===== config.mk =====
export PLATFORM = sky130hd
export DESIGN_NAME = led_behavior_sequencer
export DESIGN_NICKNAME = d
export VERILOG_FILES = /design/src/logic/led_seq_pkg.sv /design/src/logic/led_behavior_sequencer.sv
export SDC_FILE = /design/constraint.sdc
export NUM_CORES = 2
export LEC_CHECK = 0
export ABC_CLOCK_PERIOD_IN_PS = 12290
export BUFFER_PORTS_ARGS = -buffer_cell sky130_fd_sc_hd__buf_2
export CAP_MARGIN = 5
export CORE_MARGIN = 5
export CORE_UTILIZATION = 49
export CTS_BUF_LIST = sky130_fd_sc_hd__clkbuf_4 sky130_fd_sc_hd__clkbuf_8
export CTS_CLUSTER_SIZE = 10
export DETAILED_ROUTE_END_ITERATION = 8
export SYNTH_ARGS = -nofsm -noshare
export SYNTH_HDL_FRONTEND = slang
export SYNTH_SLANG_ARGS = --single-unit

===== constraint.sdc =====
create_clock -name REF_CLK_IN -period 12.29 [get_ports REF_CLK_IN]
set_clock_uncertainty 0.15 [all_clocks]
set_input_delay 1.8435 -clock REF_CLK_IN [delete_from_list [all_inputs] [get_ports REF_CLK_IN]]
set_output_delay 1.8435 -clock REF_CLK_IN [all_outputs]
set_load 0.01 [all_outputs]

===== src/logic/led_seq_pkg.sv =====
// Purpose: shared constants and types of the LED behaviour sequencer
// Assumes: AHB-Lite register port, 200 MHz reference clock
// Notes: a register index times four is its byte address
package led_seq_pkg;

  // register indices
  localparam logic [7:0] IDX_BEHAVIOR_LOW  = 8'h81;
  localparam logic [7:0] IDX_BEHAVIOR_HIGH = 8'h82;
  localparam logic [7:0] IDX_PULSE_ONE     = 8'h84;
  localparam logic [7:0] IDX_PULSE_TWO     = 8'h85;
  localparam logic [7:0] IDX_BREATHE       = 8'h86;
  localparam logic [7:0] IDX_REPEAT        = 8'h88;
  localparam logic [7:0] IDX_DUTY          = 8'h93;
  localparam logic [7:0] IDX_STATUS        = 8'h70;
  localparam logic [7:0] IDX_LINK          = 8'h72;
  localparam logic [7:0] IDX_POLARITY      = 8'h73;
  localparam logic [7:0] IDX_DRIVE         = 8'h74;

  // reset values
  localparam logic [7:0] RST_BEHAVIOR  = 8'h00;
  localparam logic [7:0] RST_PULSE_ONE = 8'h20;
  localparam logic [7:0] RST_PULSE_TWO = 8'h14;
  localparam logic [7:0] RST_BREATHE   = 8'h5D;
  localparam logic [7:0] RST_REPEAT    = 8'h04;
  localparam logic [7:0] RST_DUTY      = 8'hF0;
  localparam logic [7:0] RST_LOOSE     = 8'h00;

  // field positions
  localparam int TRIG_BIT    = 7;
  localparam int CNT_ONE_LSB = 0;
  localparam int CNT_TWO_LSB = 3;
  localparam int MAX_LSB     = 4;

  // timing
  localparam int CLK_PERIOD_NS = 5;
  localparam int MS_NS         = 1000000;
  localparam int MS_CYCLES     = MS_NS / CLK_PERIOD_NS;
  localparam int TICK_MS       = 32;
  localparam logic [4:0] TICK_LAST_MS = 5'(TICK_MS - 1);
  localparam logic [6:0] PWM_LAST     = 7'h63;

  // duty percentages per 4-bit code; a minimum code k uses entry k-1
  localparam logic [6:0] DUTY_PCT [16] = '{
    7'h07, 7'h09, 7'h0B, 7'h0E, 7'h11, 7'h14, 7'h17, 7'h1A,
    7'h1E, 7'h23, 7'h28, 7'h2E, 7'h35, 7'h3F, 7'h4D, 7'h64};

  typedef enum logic [1:0] {
    MODE_DIRECT    = 2'b00,
    MODE_PULSE_ONE = 2'b01,
    MODE_PULSE_TWO = 2'b10,
    MODE_BREATHE   = 2'b11
  } led_mode_e;

  typedef enum logic [1:0] {
    ST_IDLE = 2'b00,
    ST_RUN  = 2'b01,
    ST_TAIL = 2'b11
  } ch_state_e;

  typedef struct packed {
    logic [7:0] idx;
    logic       write;
  } bus_req_s;

endpackage


===== src/logic/led_behavior_sequencer.sv =====
// Purpose: eight-channel LED behaviour sequencer with PWM outputs
// Assumes: one AHB-Lite slave on the bus, touch levels asynchronous
// Notes: each bus transfer takes one wait state
// Notes on behaviour
// - low behaviour register holds LED4..LED1 selectors, two bits each, LED1 lowest
// - high behaviour register holds LED8..LED5 selectors, two bits each, LED5 lowest
// - direct: touch or drive bit lights the LED, release or clear darkens it
// - pulse one: programmed pulse count after trigger, each pulse min-max-min, no stop
// - bit 7 of pulse one period picks touch/set or release/clear as start
// - pulse two: pulse while held, then programmed further pulses, rest at minimum
// - breathe: ramp min to max and back, half period each, until release
// - pulse one period: bits 6:0 at 32 ms each, 0 and 1 both 32 ms
// - pulse two period: bits 6:0 at 32 ms each, bit 7 unused
// - periods too short are stretched to the shortest period PWM allows
// - PWM rate follows mode, period and duty limits; direct uses highest rate (here PWM runs at one fixed 100-cycle rate in every mode)
// - polarity one gives non-inverted output, zero gives inverted output
// - unlinked LED: drive bit set acts as touch, clear acts as release
// - three-bit repeat codes 000 to 111 select one to eight pulses
`timescale 1ns/1ps
module led_behavior_sequencer #(
  parameter int MS_CYCLES = led_seq_pkg::MS_CYCLES
) (
  // clock and reset
  input  wire logic        REF_CLK_IN,
  input  wire logic        RESETN_IN,
  // AHB-Lite slave
  input  wire logic        HSEL_IN,
  input  wire logic [31:0] HADDR_IN,
  input  wire logic [1:0]  HTRANS_IN,
  input  wire logic        HWRITE_IN,
  input  wire logic [2:0]  HSIZE_IN,
  input  wire logic [31:0] HWDATA_IN,
  input  wire logic        HREADY_IN,
  output logic      [31:0] HRDATA_OUT,
  output logic             HREADYOUT_OUT,
  output logic             HRESP_OUT,
  // sensor and LED pins
  input  wire logic [7:0]  TOUCH_IN,
  output logic      [7:0]  LED_OUT
);

  logic [7:0]             behavior_low;
  logic [7:0]             behavior_high;
  logic [7:0]             pulse_one_period_cfg;
  logic [7:0]             pulse_two_period_cfg;
  logic [7:0]             breathe_period_cfg;
  logic [7:0]             pulse_repeat_count;
  logic [7:0]             duty_limits;
  logic [7:0]             led_link;
  logic [7:0]             led_output_polarity;
  logic [7:0]             led_output_drive_bit;
  logic [7:0]             touch_s1;
  logic [7:0]             touch_s2;
  logic [7:0]             running;
  logic [7:0]             lit;
  logic [17:0]            ms_cnt;
  logic                   ms_tick;
  logic [4:0]             ms_sub;
  logic                   tick32;
  logic [6:0]             pwm_cnt;
  logic [6:0]             max_pct;
  logic [6:0]             min_pct;
  logic [15:0]            led_behavior_select;
  logic                   pulse_one_trigger_edge;
  logic [2:0]             repeat_one;
  logic [2:0]             repeat_two;
  led_seq_pkg::bus_req_s  req;
  logic                   pend;
  logic                   take;
  logic [31:0]            rd_word;

  // bus slave
  assign take = HSEL_IN & HTRANS_IN[1] & HREADY_IN;

  always_ff @(posedge REF_CLK_IN or negedge RESETN_IN) begin
    if (!RESETN_IN) begin
      req           <= '0;
      pend          <= 1'b0;
      HREADYOUT_OUT <= 1'b1;
    end else if (take) begin
      req.idx       <= HADDR_IN[9:2];
      req.write     <= HWRITE_IN;
      pend          <= 1'b1;
      HREADYOUT_OUT <= 1'b0;
    end else if (pend) begin
      pend          <= 1'b0;
      HREADYOUT_OUT <= 1'b1;
    end
  end

  always_ff @(posedge REF_CLK_IN or negedge RESETN_IN) begin
    if (!RESETN_IN) begin
      HRESP_OUT <= 1'b0;
    end else begin
      HRESP_OUT <= 1'b0;
    end
  end

  always_comb begin
    rd_word = '0;
    unique case (req.idx)
      led_seq_pkg::IDX_BEHAVIOR_LOW:  rd_word[7:0] = behavior_low;
      led_seq_pkg::IDX_BEHAVIOR_HIGH: rd_word[7:0] = behavior_high;
      led_seq_pkg::IDX_PULSE_ONE:     rd_word[7:0] = pulse_one_period_cfg;
      led_seq_pkg::IDX_PULSE_TWO:     rd_word[7:0] = pulse_two_period_cfg;
      led_seq_pkg::IDX_BREATHE:       rd_word[7:0] = breathe_period_cfg;
      led_seq_pkg::IDX_REPEAT:        rd_word[7:0] = pulse_repeat_count;
      led_seq_pkg::IDX_DUTY:          rd_word[7:0] = duty_limits;
      led_seq_pkg::IDX_LINK:          rd_word[7:0] = led_link;
      led_seq_pkg::IDX_POLARITY:      rd_word[7:0] = led_output_polarity;
      led_seq_pkg::IDX_DRIVE:         rd_word[7:0] = led_output_drive_bit;
      led_seq_pkg::IDX_STATUS:        rd_word[15:0] = {LED_OUT, running};
      default:                        rd_word = '0;
    endcase
  end

  always_ff @(posedge REF_CLK_IN or negedge RESETN_IN) begin
    if (!RESETN_IN) begin
      HRDATA_OUT <= '0;
    end else if (pend && !req.write) begin
      HRDATA_OUT <= rd_word;
    end
  end

  // register writes land in the first data-phase cycle
  always_ff @(posedge REF_CLK_IN or negedge RESETN_IN) begin
    if (!RESETN_IN) begin
      behavior_low         <= led_seq_pkg::RST_BEHAVIOR;
      behavior_high        <= led_seq_pkg::RST_BEHAVIOR;
      pulse_one_period_cfg <= led_seq_pkg::RST_PULSE_ONE;
      pulse_two_period_cfg <= led_seq_pkg::RST_PULSE_TWO;
      breathe_period_cfg   <= led_seq_pkg::RST_BREATHE;
      pulse_repeat_count   <= led_seq_pkg::RST_REPEAT;
      duty_limits          <= led_seq_pkg::RST_DUTY;
      led_link             <= led_seq_pkg::RST_LOOSE;
      led_output_polarity  <= led_seq_pkg::RST_LOOSE;
      led_output_drive_bit <= led_seq_pkg::RST_LOOSE;
    end else if (pend && req.write) begin
      unique case (req.idx)
        led_seq_pkg::IDX_BEHAVIOR_LOW:  behavior_low <= HWDATA_IN[7:0];
        led_seq_pkg::IDX_BEHAVIOR_HIGH: behavior_high <= HWDATA_IN[7:0];
        led_seq_pkg::IDX_PULSE_ONE:     pulse_one_period_cfg <= HWDATA_IN[7:0];
        led_seq_pkg::IDX_PULSE_TWO:     pulse_two_period_cfg <= {1'b0, HWDATA_IN[6:0]};
        led_seq_pkg::IDX_BREATHE:       breathe_period_cfg <= {1'b0, HWDATA_IN[6:0]};
        led_seq_pkg::IDX_REPEAT:        pulse_repeat_count <= {2'b00, HWDATA_IN[5:0]};
        led_seq_pkg::IDX_DUTY:          duty_limits <= HWDATA_IN[7:0];
        led_seq_pkg::IDX_LINK:          led_link <= HWDATA_IN[7:0];
        led_seq_pkg::IDX_POLARITY:      led_output_polarity <= HWDATA_IN[7:0];
        led_seq_pkg::IDX_DRIVE:         led_output_drive_bit <= HWDATA_IN[7:0];
        default:                        ;
      endcase
    end
  end

  // sensor synchroniser
  always_ff @(posedge REF_CLK_IN or negedge RESETN_IN) begin
    if (!RESETN_IN) begin
      touch_s1 <= '0;
      touch_s2 <= '0;
    end else begin
      touch_s1 <= TOUCH_IN;
      touch_s2 <= touch_s1;
    end
  end

  // 1 ms and 32 ms timebase
  assign ms_tick = (ms_cnt == 18'(MS_CYCLES - 1));
  assign tick32  = ms_tick && (ms_sub == led_seq_pkg::TICK_LAST_MS);

  always_ff @(posedge REF_CLK_IN or negedge RESETN_IN) begin
    if (!RESETN_IN) begin
      ms_cnt <= '0;
      ms_sub <= '0;
    end else begin
      ms_cnt <= ms_tick ? '0 : ms_cnt + 18'h00001;
      if (ms_tick) begin
        ms_sub <= ms_sub + 5'h01;
      end
    end
  end

  // PWM runs at the full rate in every mode
  always_ff @(posedge REF_CLK_IN or negedge RESETN_IN) begin
    if (!RESETN_IN) begin
      pwm_cnt <= '0;
    end else begin
      pwm_cnt <= (pwm_cnt == led_seq_pkg::PWM_LAST) ? '0 : pwm_cnt + 7'h01;
    end
  end

  assign led_behavior_select    = {behavior_high, behavior_low};
  assign pulse_one_trigger_edge = pulse_one_period_cfg[led_seq_pkg::TRIG_BIT];
  assign repeat_one = pulse_repeat_count[led_seq_pkg::CNT_ONE_LSB +: 3];
  assign repeat_two = pulse_repeat_count[led_seq_pkg::CNT_TWO_LSB +: 3];
  assign max_pct = led_seq_pkg::DUTY_PCT[duty_limits[led_seq_pkg::MAX_LSB +: 4]];
  assign min_pct = (duty_limits[3:0] == 4'h0) ? 7'h00 : led_seq_pkg::DUTY_PCT[duty_limits[3:0] - 4'h1];

  for (genvar i = 0; i < 8; i++) begin : g_ch
    led_seq_pkg::led_mode_e mode;
    led_seq_pkg::ch_state_e state;
    logic                   act;
    logic                   act_q;
    logic                   rise;
    logic                   fall;
    logic                   start_one;
    logic [6:0]             per_set;
    logic [6:0]             per_eff;
    logic [6:0]             tick_cnt;
    logic [2:0]             remain;
    logic                   period_end;
    logic [11:0]            pos;
    logic [10:0]            half;
    logic [10:0]            t;
    logic [18:0]            lhs;
    logic [18:0]            rhs;

    assign mode = led_seq_pkg::led_mode_e'(led_behavior_select[2*i +: 2]);
    assign act  = led_link[i] ? touch_s2[i] : led_output_drive_bit[i];
    assign rise = act & ~act_q;
    assign fall = ~act & act_q;
    assign start_one = pulse_one_trigger_edge ? fall : rise;

    always_comb begin
      unique case (mode)
        led_seq_pkg::MODE_PULSE_ONE: per_set = pulse_one_period_cfg[6:0];
        led_seq_pkg::MODE_PULSE_TWO: per_set = pulse_two_period_cfg[6:0];
        led_seq_pkg::MODE_BREATHE:   per_set = breathe_period_cfg[6:0];
        led_seq_pkg::MODE_DIRECT:    per_set = 7'h01;
      endcase
    end

    // settings 0 and 1 both mean one tick
    assign per_eff    = (per_set < 7'h02) ? 7'h01 : per_set;
    assign period_end = tick32 && (tick_cnt >= per_eff - 7'h01);
    assign half       = {per_eff, 4'h0};
    assign pos        = {tick_cnt, ms_sub};

    always_ff @(posedge REF_CLK_IN or negedge RESETN_IN) begin
      if (!RESETN_IN) begin
        act_q <= 1'b0;
      end else begin
        act_q <= act;
      end
    end

    always_ff @(posedge REF_CLK_IN or negedge RESETN_IN) begin
      if (!RESETN_IN) begin
        state    <= led_seq_pkg::ST_IDLE;
        tick_cnt <= '0;
        remain   <= '0;
      end else begin
        unique case (state)
          led_seq_pkg::ST_IDLE: begin
            tick_cnt <= '0;
            if (mode == led_seq_pkg::MODE_PULSE_ONE && start_one) begin
              state  <= led_seq_pkg::ST_TAIL;
              remain <= repeat_one;
            end else if ((mode == led_seq_pkg::MODE_PULSE_TWO || mode == led_seq_pkg::MODE_BREATHE) && rise) begin
              state <= led_seq_pkg::ST_RUN;
            end
          end
          led_seq_pkg::ST_RUN: begin
            if (mode == led_seq_pkg::MODE_DIRECT || mode == led_seq_pkg::MODE_PULSE_ONE) begin
              state <= led_seq_pkg::ST_IDLE;
            end else if (fall && mode == led_seq_pkg::MODE_PULSE_TWO) begin
              state    <= led_seq_pkg::ST_TAIL;
              remain   <= repeat_two;
              tick_cnt <= '0;
            end else if (fall) begin
              state <= led_seq_pkg::ST_IDLE;
            end else if (period_end) begin
              tick_cnt <= '0;
            end else if (tick32) begin
              tick_cnt <= tick_cnt + 7'h01;
            end
          end
          led_seq_pkg::ST_TAIL: begin
            // pulse one has no stop trigger, so the sensor is ignored here
            if (period_end) begin
              tick_cnt <= '0;
              if (remain == 3'h0) begin
                state <= led_seq_pkg::ST_IDLE;
              end else begin
                remain <= remain - 3'h1;
              end
            end else if (tick32) begin
              tick_cnt <= tick_cnt + 7'h01;
            end
          end
          default: state <= led_seq_pkg::ST_IDLE;
        endcase
      end
    end

    // ramp position: rises over the first half period, falls over the second
    always_comb begin
      if (mode == led_seq_pkg::MODE_DIRECT) begin
        t = act ? half : 11'h000;
      end else if (state == led_seq_pkg::ST_IDLE) begin
        t = 11'h000;
      end else if (pos < {1'b0, half}) begin
        t = pos[10:0];
      end else begin
        t = 11'({per_eff, 5'h00} - pos);
      end
    end

    // duty = min + (max - min) * t / half, compared without a divider
    assign lhs = 19'(pwm_cnt * half);
    assign rhs = 19'(min_pct * half) + 19'((max_pct - min_pct) * t);
    assign lit[i]     = (lhs < rhs);
    assign running[i] = (state != led_seq_pkg::ST_IDLE);
  end

  always_ff @(posedge REF_CLK_IN or negedge RESETN_IN) begin
    if (!RESETN_IN) begin
      LED_OUT <= '0;
    end else begin
      LED_OUT <= ~(lit ^ led_output_polarity);
    end
  end

endmodule // led_behavior_sequencer


# ---- After elaboration in Yosys (flattened, before gate mapping)
# Memories as Yosys holds them, arrays and structs flattened.
# Index checks and enable logic that the tools add are counted.
dict set report classes {
  n_div 0
  add_sub_neg 45
  mul 24
  n_eq_ne 126
  n_shift 0
  magnitude_cmp 34
  reduce_logical 128
  n_mux 236
  bitwise_logic 38
}
# operator n
set ops {}
lappend ops {{7-bit two-way mux} 54}
lappend ops {{11-bit two-way mux} 32}
lappend ops {{7-bit by 7-bit multiplier with 14-bit output} 16}
lappend ops {{7-bit one-hot mux with 4 select lines} 8}
lappend ops {{7-bit one-hot mux with 3 select lines} 8}
lappend ops {{18-bit by 19-bit adder with 19-bit output} 8}
lappend ops {{18-bit by 19-bit less-than comparator with 1-bit output} 8}
lappend ops {{19-bit by 11-bit multiplier with 19-bit output} 7}
lappend ops {{3-bit two-way mux} 40}
lappend ops {{2-bit two-way mux} 56}
lappend ops {{12-bit by 11-bit less-than comparator with 1-bit output} 8}
lappend ops {{2-bit != test (second input constant)} 48}
lappend ops {{8-bit one-hot mux with 11 select lines} 1}
lappend ops {{11-bit subtractor} 8}
lappend ops {{3-bit one-hot mux with 3 select lines} 8}
lappend ops {{7-bit by 1-bit adder with 7-bit output (second input constant)} 9}
lappend ops {{8-bit equality test (second input constant)} 7}
lappend ops {{7-bit >= comparator} 8}
lappend ops {{7-bit by 2-bit less-than comparator with 1-bit output (second input constant)} 8}
lappend ops {{7-bit by 1-bit subtractor with 7-bit output (second input constant)} 8}
lappend ops {{2-bit equality test (second input constant)} 24}
lappend ops {{3-bit != test (second input constant)} 16}
lappend ops {{2-bit one-hot mux with 3 select lines} 8}
lappend ops {{6-bit AND reduction} 8}
lappend ops {{other kinds (32)} 225}
dict set report word_totals {
  regBits 261
  input_bits 82
  latch_bits 0
  mem_bits_rw 0
  mem_bits_ro 224
  output_inout_bits 42
  memories 2
}
# name depth width rd rd_clocked_by_memory_dff wr line_no
set mem_list {}
lappend mem_list {{(no name shown)} 16 7 1 0 0 led_behavior_sequencer.sv:196} ;# assign min_pct = (duty_limits[3:0] == 4'h0) ? 7'h00 : led_seq_pkg::DUTY_PCT[duty_limits[3:0] - 4'h1];
lappend mem_list {{(no name shown)} 16 7 1 0 0 led_behavior_sequencer.sv:195} ;# assign max_pct = led_seq_pkg::DUTY_PCT[duty_limits[led_seq_pkg::MAX_LSB +: 4]];

# ---- Logic depth before layout (Yosys ltp)
dict set report logic_depth {
  ltp_word 13
  ltp_mapped 50
  depth_no_buf 46
}

# ---- Worst setup path after synthesis
# Ideal clock, no wire load.
dict set report synth_timing {
  path_kind {register to register}
  startpoint {reg duty_limits[0]}
  endpoint {reg LED_OUT[6]}
  period_less_slack_ps 10528
  slack_ps 1762
  required_ps 12007
  t_arrival_ps 10245
  path_buffers 4
  stages_incl_launch_ff 46
  path_cell_list {dfrtp_1 -> clkbuf_1 -> inv_1 -> ha_1 -> clkbuf_1 -> or3_1 -> o21ai_0 -> a21oi_1 -> o21a_1 -> clkbuf_1 -> inv_1 -> clkbuf_1 -> nor2_1 -> fa_1 -> inv_1 -> fa_1 -> inv_1 -> fa_1 -> (+10 left out) -> fa_1 -> fa_1 -> inv_1 -> fa_1 -> inv_1 -> fa_1 -> inv_1 -> ha_1 -> nor3_1 -> a21oi_1 -> nand2_1 -> nor3_1 -> ha_1 -> or4_1 -> a211o_1 -> o22ai_1 -> nor3b_1 -> xor2_1}
}
dict set report synth_via {
  elab_chain_cells 12
  elab_cells_between_ends 14
  classes_between {add/sub: 3; mul: 2; order compare: 1; mux: 3; bitwise: 3; reduce/logical: 1; memory: 1}
}
# element line_no
set synth_lines {}
lappend synth_lines {{start, declared} led_behavior_sequencer.sv:48} ;# logic [7:0] duty_limits;
lappend synth_lines {{start signal, assigned} led_behavior_sequencer.sv:134} ;# duty_limits <= led_seq_pkg::RST_DUTY;
lappend synth_lines {{start signal, assigned} led_behavior_sequencer.sv:146} ;# led_seq_pkg::IDX_DUTY: duty_limits <= HWDATA_IN[7:0];
lappend synth_lines {{4-bit by 1-bit subtractor with 4-bit output} led_behavior_sequencer.sv:196}
lappend synth_lines {{4-bit NOT with 5-bit output (not written as such)} led_behavior_sequencer.sv:196}
lappend synth_lines {{memory read 16 x 7 bit} -}
lappend synth_lines {{7-bit two-way mux (not written as such) (2 in a row)} led_behavior_sequencer.sv:196}
lappend synth_lines {{7-bit two-way mux *} led_behavior_sequencer.sv:196}
lappend synth_lines {{7-bit by 7-bit subtractor with 8-bit output} led_behavior_sequencer.sv:310} ;# assign rhs = 19'(min_pct * half) + 19'((max_pct - min_pct) * t);
lappend synth_lines {{19-bit by 11-bit multiplier with 19-bit output} led_behavior_sequencer.sv:310}
lappend synth_lines {{18-bit by 19-bit adder with 19-bit output *} led_behavior_sequencer.sv:310}
lappend synth_lines {{18-bit by 19-bit less-than comparator with 1-bit output *} led_behavior_sequencer.sv:311} ;# assign lit[i] = (lhs < rhs);
lappend synth_lines {{8-bit XOR *} led_behavior_sequencer.sv:319} ;# LED_OUT <= ~(lit ^ led_output_polarity);
lappend synth_lines {{8-bit NOT *} led_behavior_sequencer.sv:319}
lappend synth_lines {{end signal, assigned} led_behavior_sequencer.sv:319}
lappend synth_lines {{end, declared} led_behavior_sequencer.sv:39} ;# output logic [7:0] LED_OUT
# Every way passes the cells marked *; elsewhere a longest branch is shown, timed or not. The select of a mux whose other input is x is not followed.
# A chain may end at the register's enable or synchronous reset.

# ---- Worst setup path after layout
# Ends and elaborated chain as after synthesis.

==> run metrics <==
status finished clean; layout cells sized above 1 6.96%; Die W 420 um; xor/xnor cell area share of the yosys netlist 5.28%; number of fill cells in the layout 16100; io pins 124; final hold violation count 0; Max H-tree Level 2; Leakage 0.0440 uW; clk buf depth 3; IR drop worst, VDD 0.104 mV; largest family of logic cells by synthesized area adder cells; drc violations 0; HPWL after detailed placement 198000 um; worst slack, placed 0.978 ns; share of the synthesized area in the top cell type 28.9%; PostCTS Resize Cnt 0; worst flop-to-flop path endpoint LED_OUT[6]; final instance area 86700 um^2; most frequent CP cell fa_1; Area contributors post-synth fa_1, ha_1, inv_1, dfrtp_1, nor2_1; DR vias/cell 5.60; Vias 66700; 1st-iter DRT viols 5008; CP Buf/Inv Count 6; row count 150; Synth Register Bits 261; first-pass GRT wire length 389000 um; Unique masters post-synth 109; gr usage total 28.2%; Setup crit start kind flip-flop; Placed Instance Area 85400 um^2; FFs w/ async S/R, synth 100%; total global routing overflow 0; commonest non-fill, non-tap cells in the layout inv_1, fa_1, ha_1; initial antenna violation count 9; Seq/Total Area, Yosys 7.96%; final setup margin 0.832 ns; R2R depth 38; Clk pin slew, worst setup/hold paths 0.07 ns; fraction of the mapped netlist area in simple logic gates 16.2%; Largest delay share family, worst path adder cells; Syn. warnings 0; NumNets Final 12000; period utilization 93.2%; Crit Reg-Reg Startpoint duty_limits[0]; Syn-to-layout area delta 5.40%; CP required 12.68 ns; area occupied by multi-input gates 67400 um^2; maxcap violations 0; initial core utilization 49.2%; commonest register cell after synthesis dfrtp_1; vias in the first global route 68100; Hold Crit Start touch_s1[5]; core footprint 167000 um^2; CTS tree done; Hold Path Depth 0; worst path arrival time 11.85 ns; clock sink count 261; RSZ-0062 raised after global routing false; Max FO, Critical Path 18; commonest non-fill, non-tap cell in the layout inv_1; Die Span Y 420 um; post-route ant nets 0; Die ar. 176000 um^2; total wire length 247000 um; area share of fa/ha/maj cells after synthesis 46.1%; Register-to-Register Setup Slack 0.83 ns; synthesized area 82200 um^2; synthesized instance count 9722; compound-gate portion of the synthesized area 10.0%; CP Class flip-flop to flip-flop; Hold-fix buffers, CTS 0; Setup crit end kind flip-flop; Post-synth EDFFs 0; Rel. slew slack 19.0%; per-cell routed wire length 20.7 um; Storage cell area 6560 um^2; worst-margin pin slew 1.21 ns; worst hold path type flip-flop to flip-flop; Final min period 11.46 ns; CTS buffer count 50; crit-path max cell delay 0.78 ns; later-pin clock latency in the skew report 0.73 ns; Total Power 7910 uW; cell with the largest stage delay on the worst path xor2_4; largest net degree at the start of global routing 81; Max Slew Vio Count 0; Finish-stage setup viols 0; post-CTS setup buffers 0; maximum clock frequency 0.0873 GHz; GP Congestion 0.940; Port Buffers 54; area leader, netlist fa_1; Power Dens Cells 91.2 nW/um^2; Syn Area/Cell 8.46 um^2; mux share of post-synthesis cell area 3.97%; WHS Endpoint touch_s2[5]; first-pass iteration count of the detailed router 6; clk root buf clkbuf_8; setup TNS 0 ns
## state kept, by name (all words and copies together), names as in the netlist, 9 cells and up
name           cells
ms_cnt            18
req                9
HRDATA_OUT        16
g_ch.remain       24
g_ch.tick_cnt     56
g_ch.state        16
## logic make-up (layout without fill, tap and decap cells)
| kind of cell | after synthesis | in the layout |
|---|---|---|
| multiplexers | 296 | 296 |
| buffers and inverters | 2249 | 2201 |
| XOR/XNOR | 493 | 493 |
| other | 1 | 24 |
| adder cells (fa/ha/maj) | 2318 | 2318 |
| AND/OR/NAND/NOR | 2882 | 2882 |
| flip-flops | 261 | 261 |
| AO/OA/AOI/OAI | 1222 | 1222 |
## worst reg2reg max path, delay by kind of cell (launching register included)
family                   cells  cell delay, ns
adder cells (fa/ha/maj)     10            4.32
AO/OA/AOI/OAI               10            2.28
AND/OR/NAND/NOR             10            2.05
buffers and inverters        6            1.19
XOR/XNOR                     2            0.96
flip-flops                   1            0.37
## area by class of cell
class                           count  share of cell area [%]
Clock inverter                     21                   0.307
Inverter                         1882                    8.15
Multi-Input combinational cell   7228                    77.7
Antenna cell                        7                  0.0202
Clock buffer                       73                    1.11
Sequential cell                   261                    7.57
Timing Repair Buffer              225                    1.95
Tap cell                         2204                    3.18
## worst max-delay path by stage
stage | from | endpoint | cells past startpoint
floorplan | duty_limits[0] | LED_OUT[6] | 45
global placement | duty_limits[0] | LED_OUT[1] | 42
detailed placement | duty_limits[0] | LED_OUT[6] | 38
CTS | duty_limits[0] | LED_OUT[2] | 38
global route | duty_limits[1] | LED_OUT[6] | 39
finish | duty_limits[0] | LED_OUT[6] | 38
## per-stage QoR
step / hold WS (ns) / util [%] / instances
detailed placement: 0.186 / 51.1 / 11800
floorplan: 0.181 / - / 9738
global route: 0.212 / 51.9 / 11900
finish: 0.204 / 51.9 / 11900
global placement: 0.183 / 51.1 / 11800
CTS: 0.209 / 51.9 / 11900
## power breakdown
| part | switching, uW | internal [uW] | total, uW |
|---|---|---|---|
| registers | 151 | 922 | 1070 |
| logic | 3550 | 2190 | 5740 |
| clock network | 481 | 616 | 1100 |
## synth_stat cells, drive strengths merged (41+ instances only)
| master | count |
|---|---|
| o21a | 68 |
| nand2b | 118 |
| nor2b | 76 |
| or2 | 53 |
| and3 | 46 |
| mux2 | 133 |
| a21o | 132 |
| nand2 | 855 |
| xnor2 | 334 |
| buf | 104 |
| a21oi | 295 |
| clkbuf | 263 |
| and2 | 219 |
| xor2 | 159 |
| mux2i | 162 |
| fa | 1189 |
| nand4 | 52 |
| or3 | 50 |
| o21ai | 236 |
| a22o | 41 |
| ha | 1129 |
| nor2 | 981 |
| a211oi | 61 |
| dfrtp | 247 |
| nand3 | 147 |
| nor3 | 175 |
| inv | 1861 |
## routing by layer
metal | up-vias | global-route usage, % | share of wire [%]
li1 | 30900 | - | -
met1 | 33100 | 37.6 | 42
met2 | 2100 | 46.1 | 46
met3 | 517 | 3.07 | 6.1
met4 | 6 | 13.6 | 5.9
met5 | - | 0 | 0.016
No activity file was read; power rests on OpenSTA's default activity.
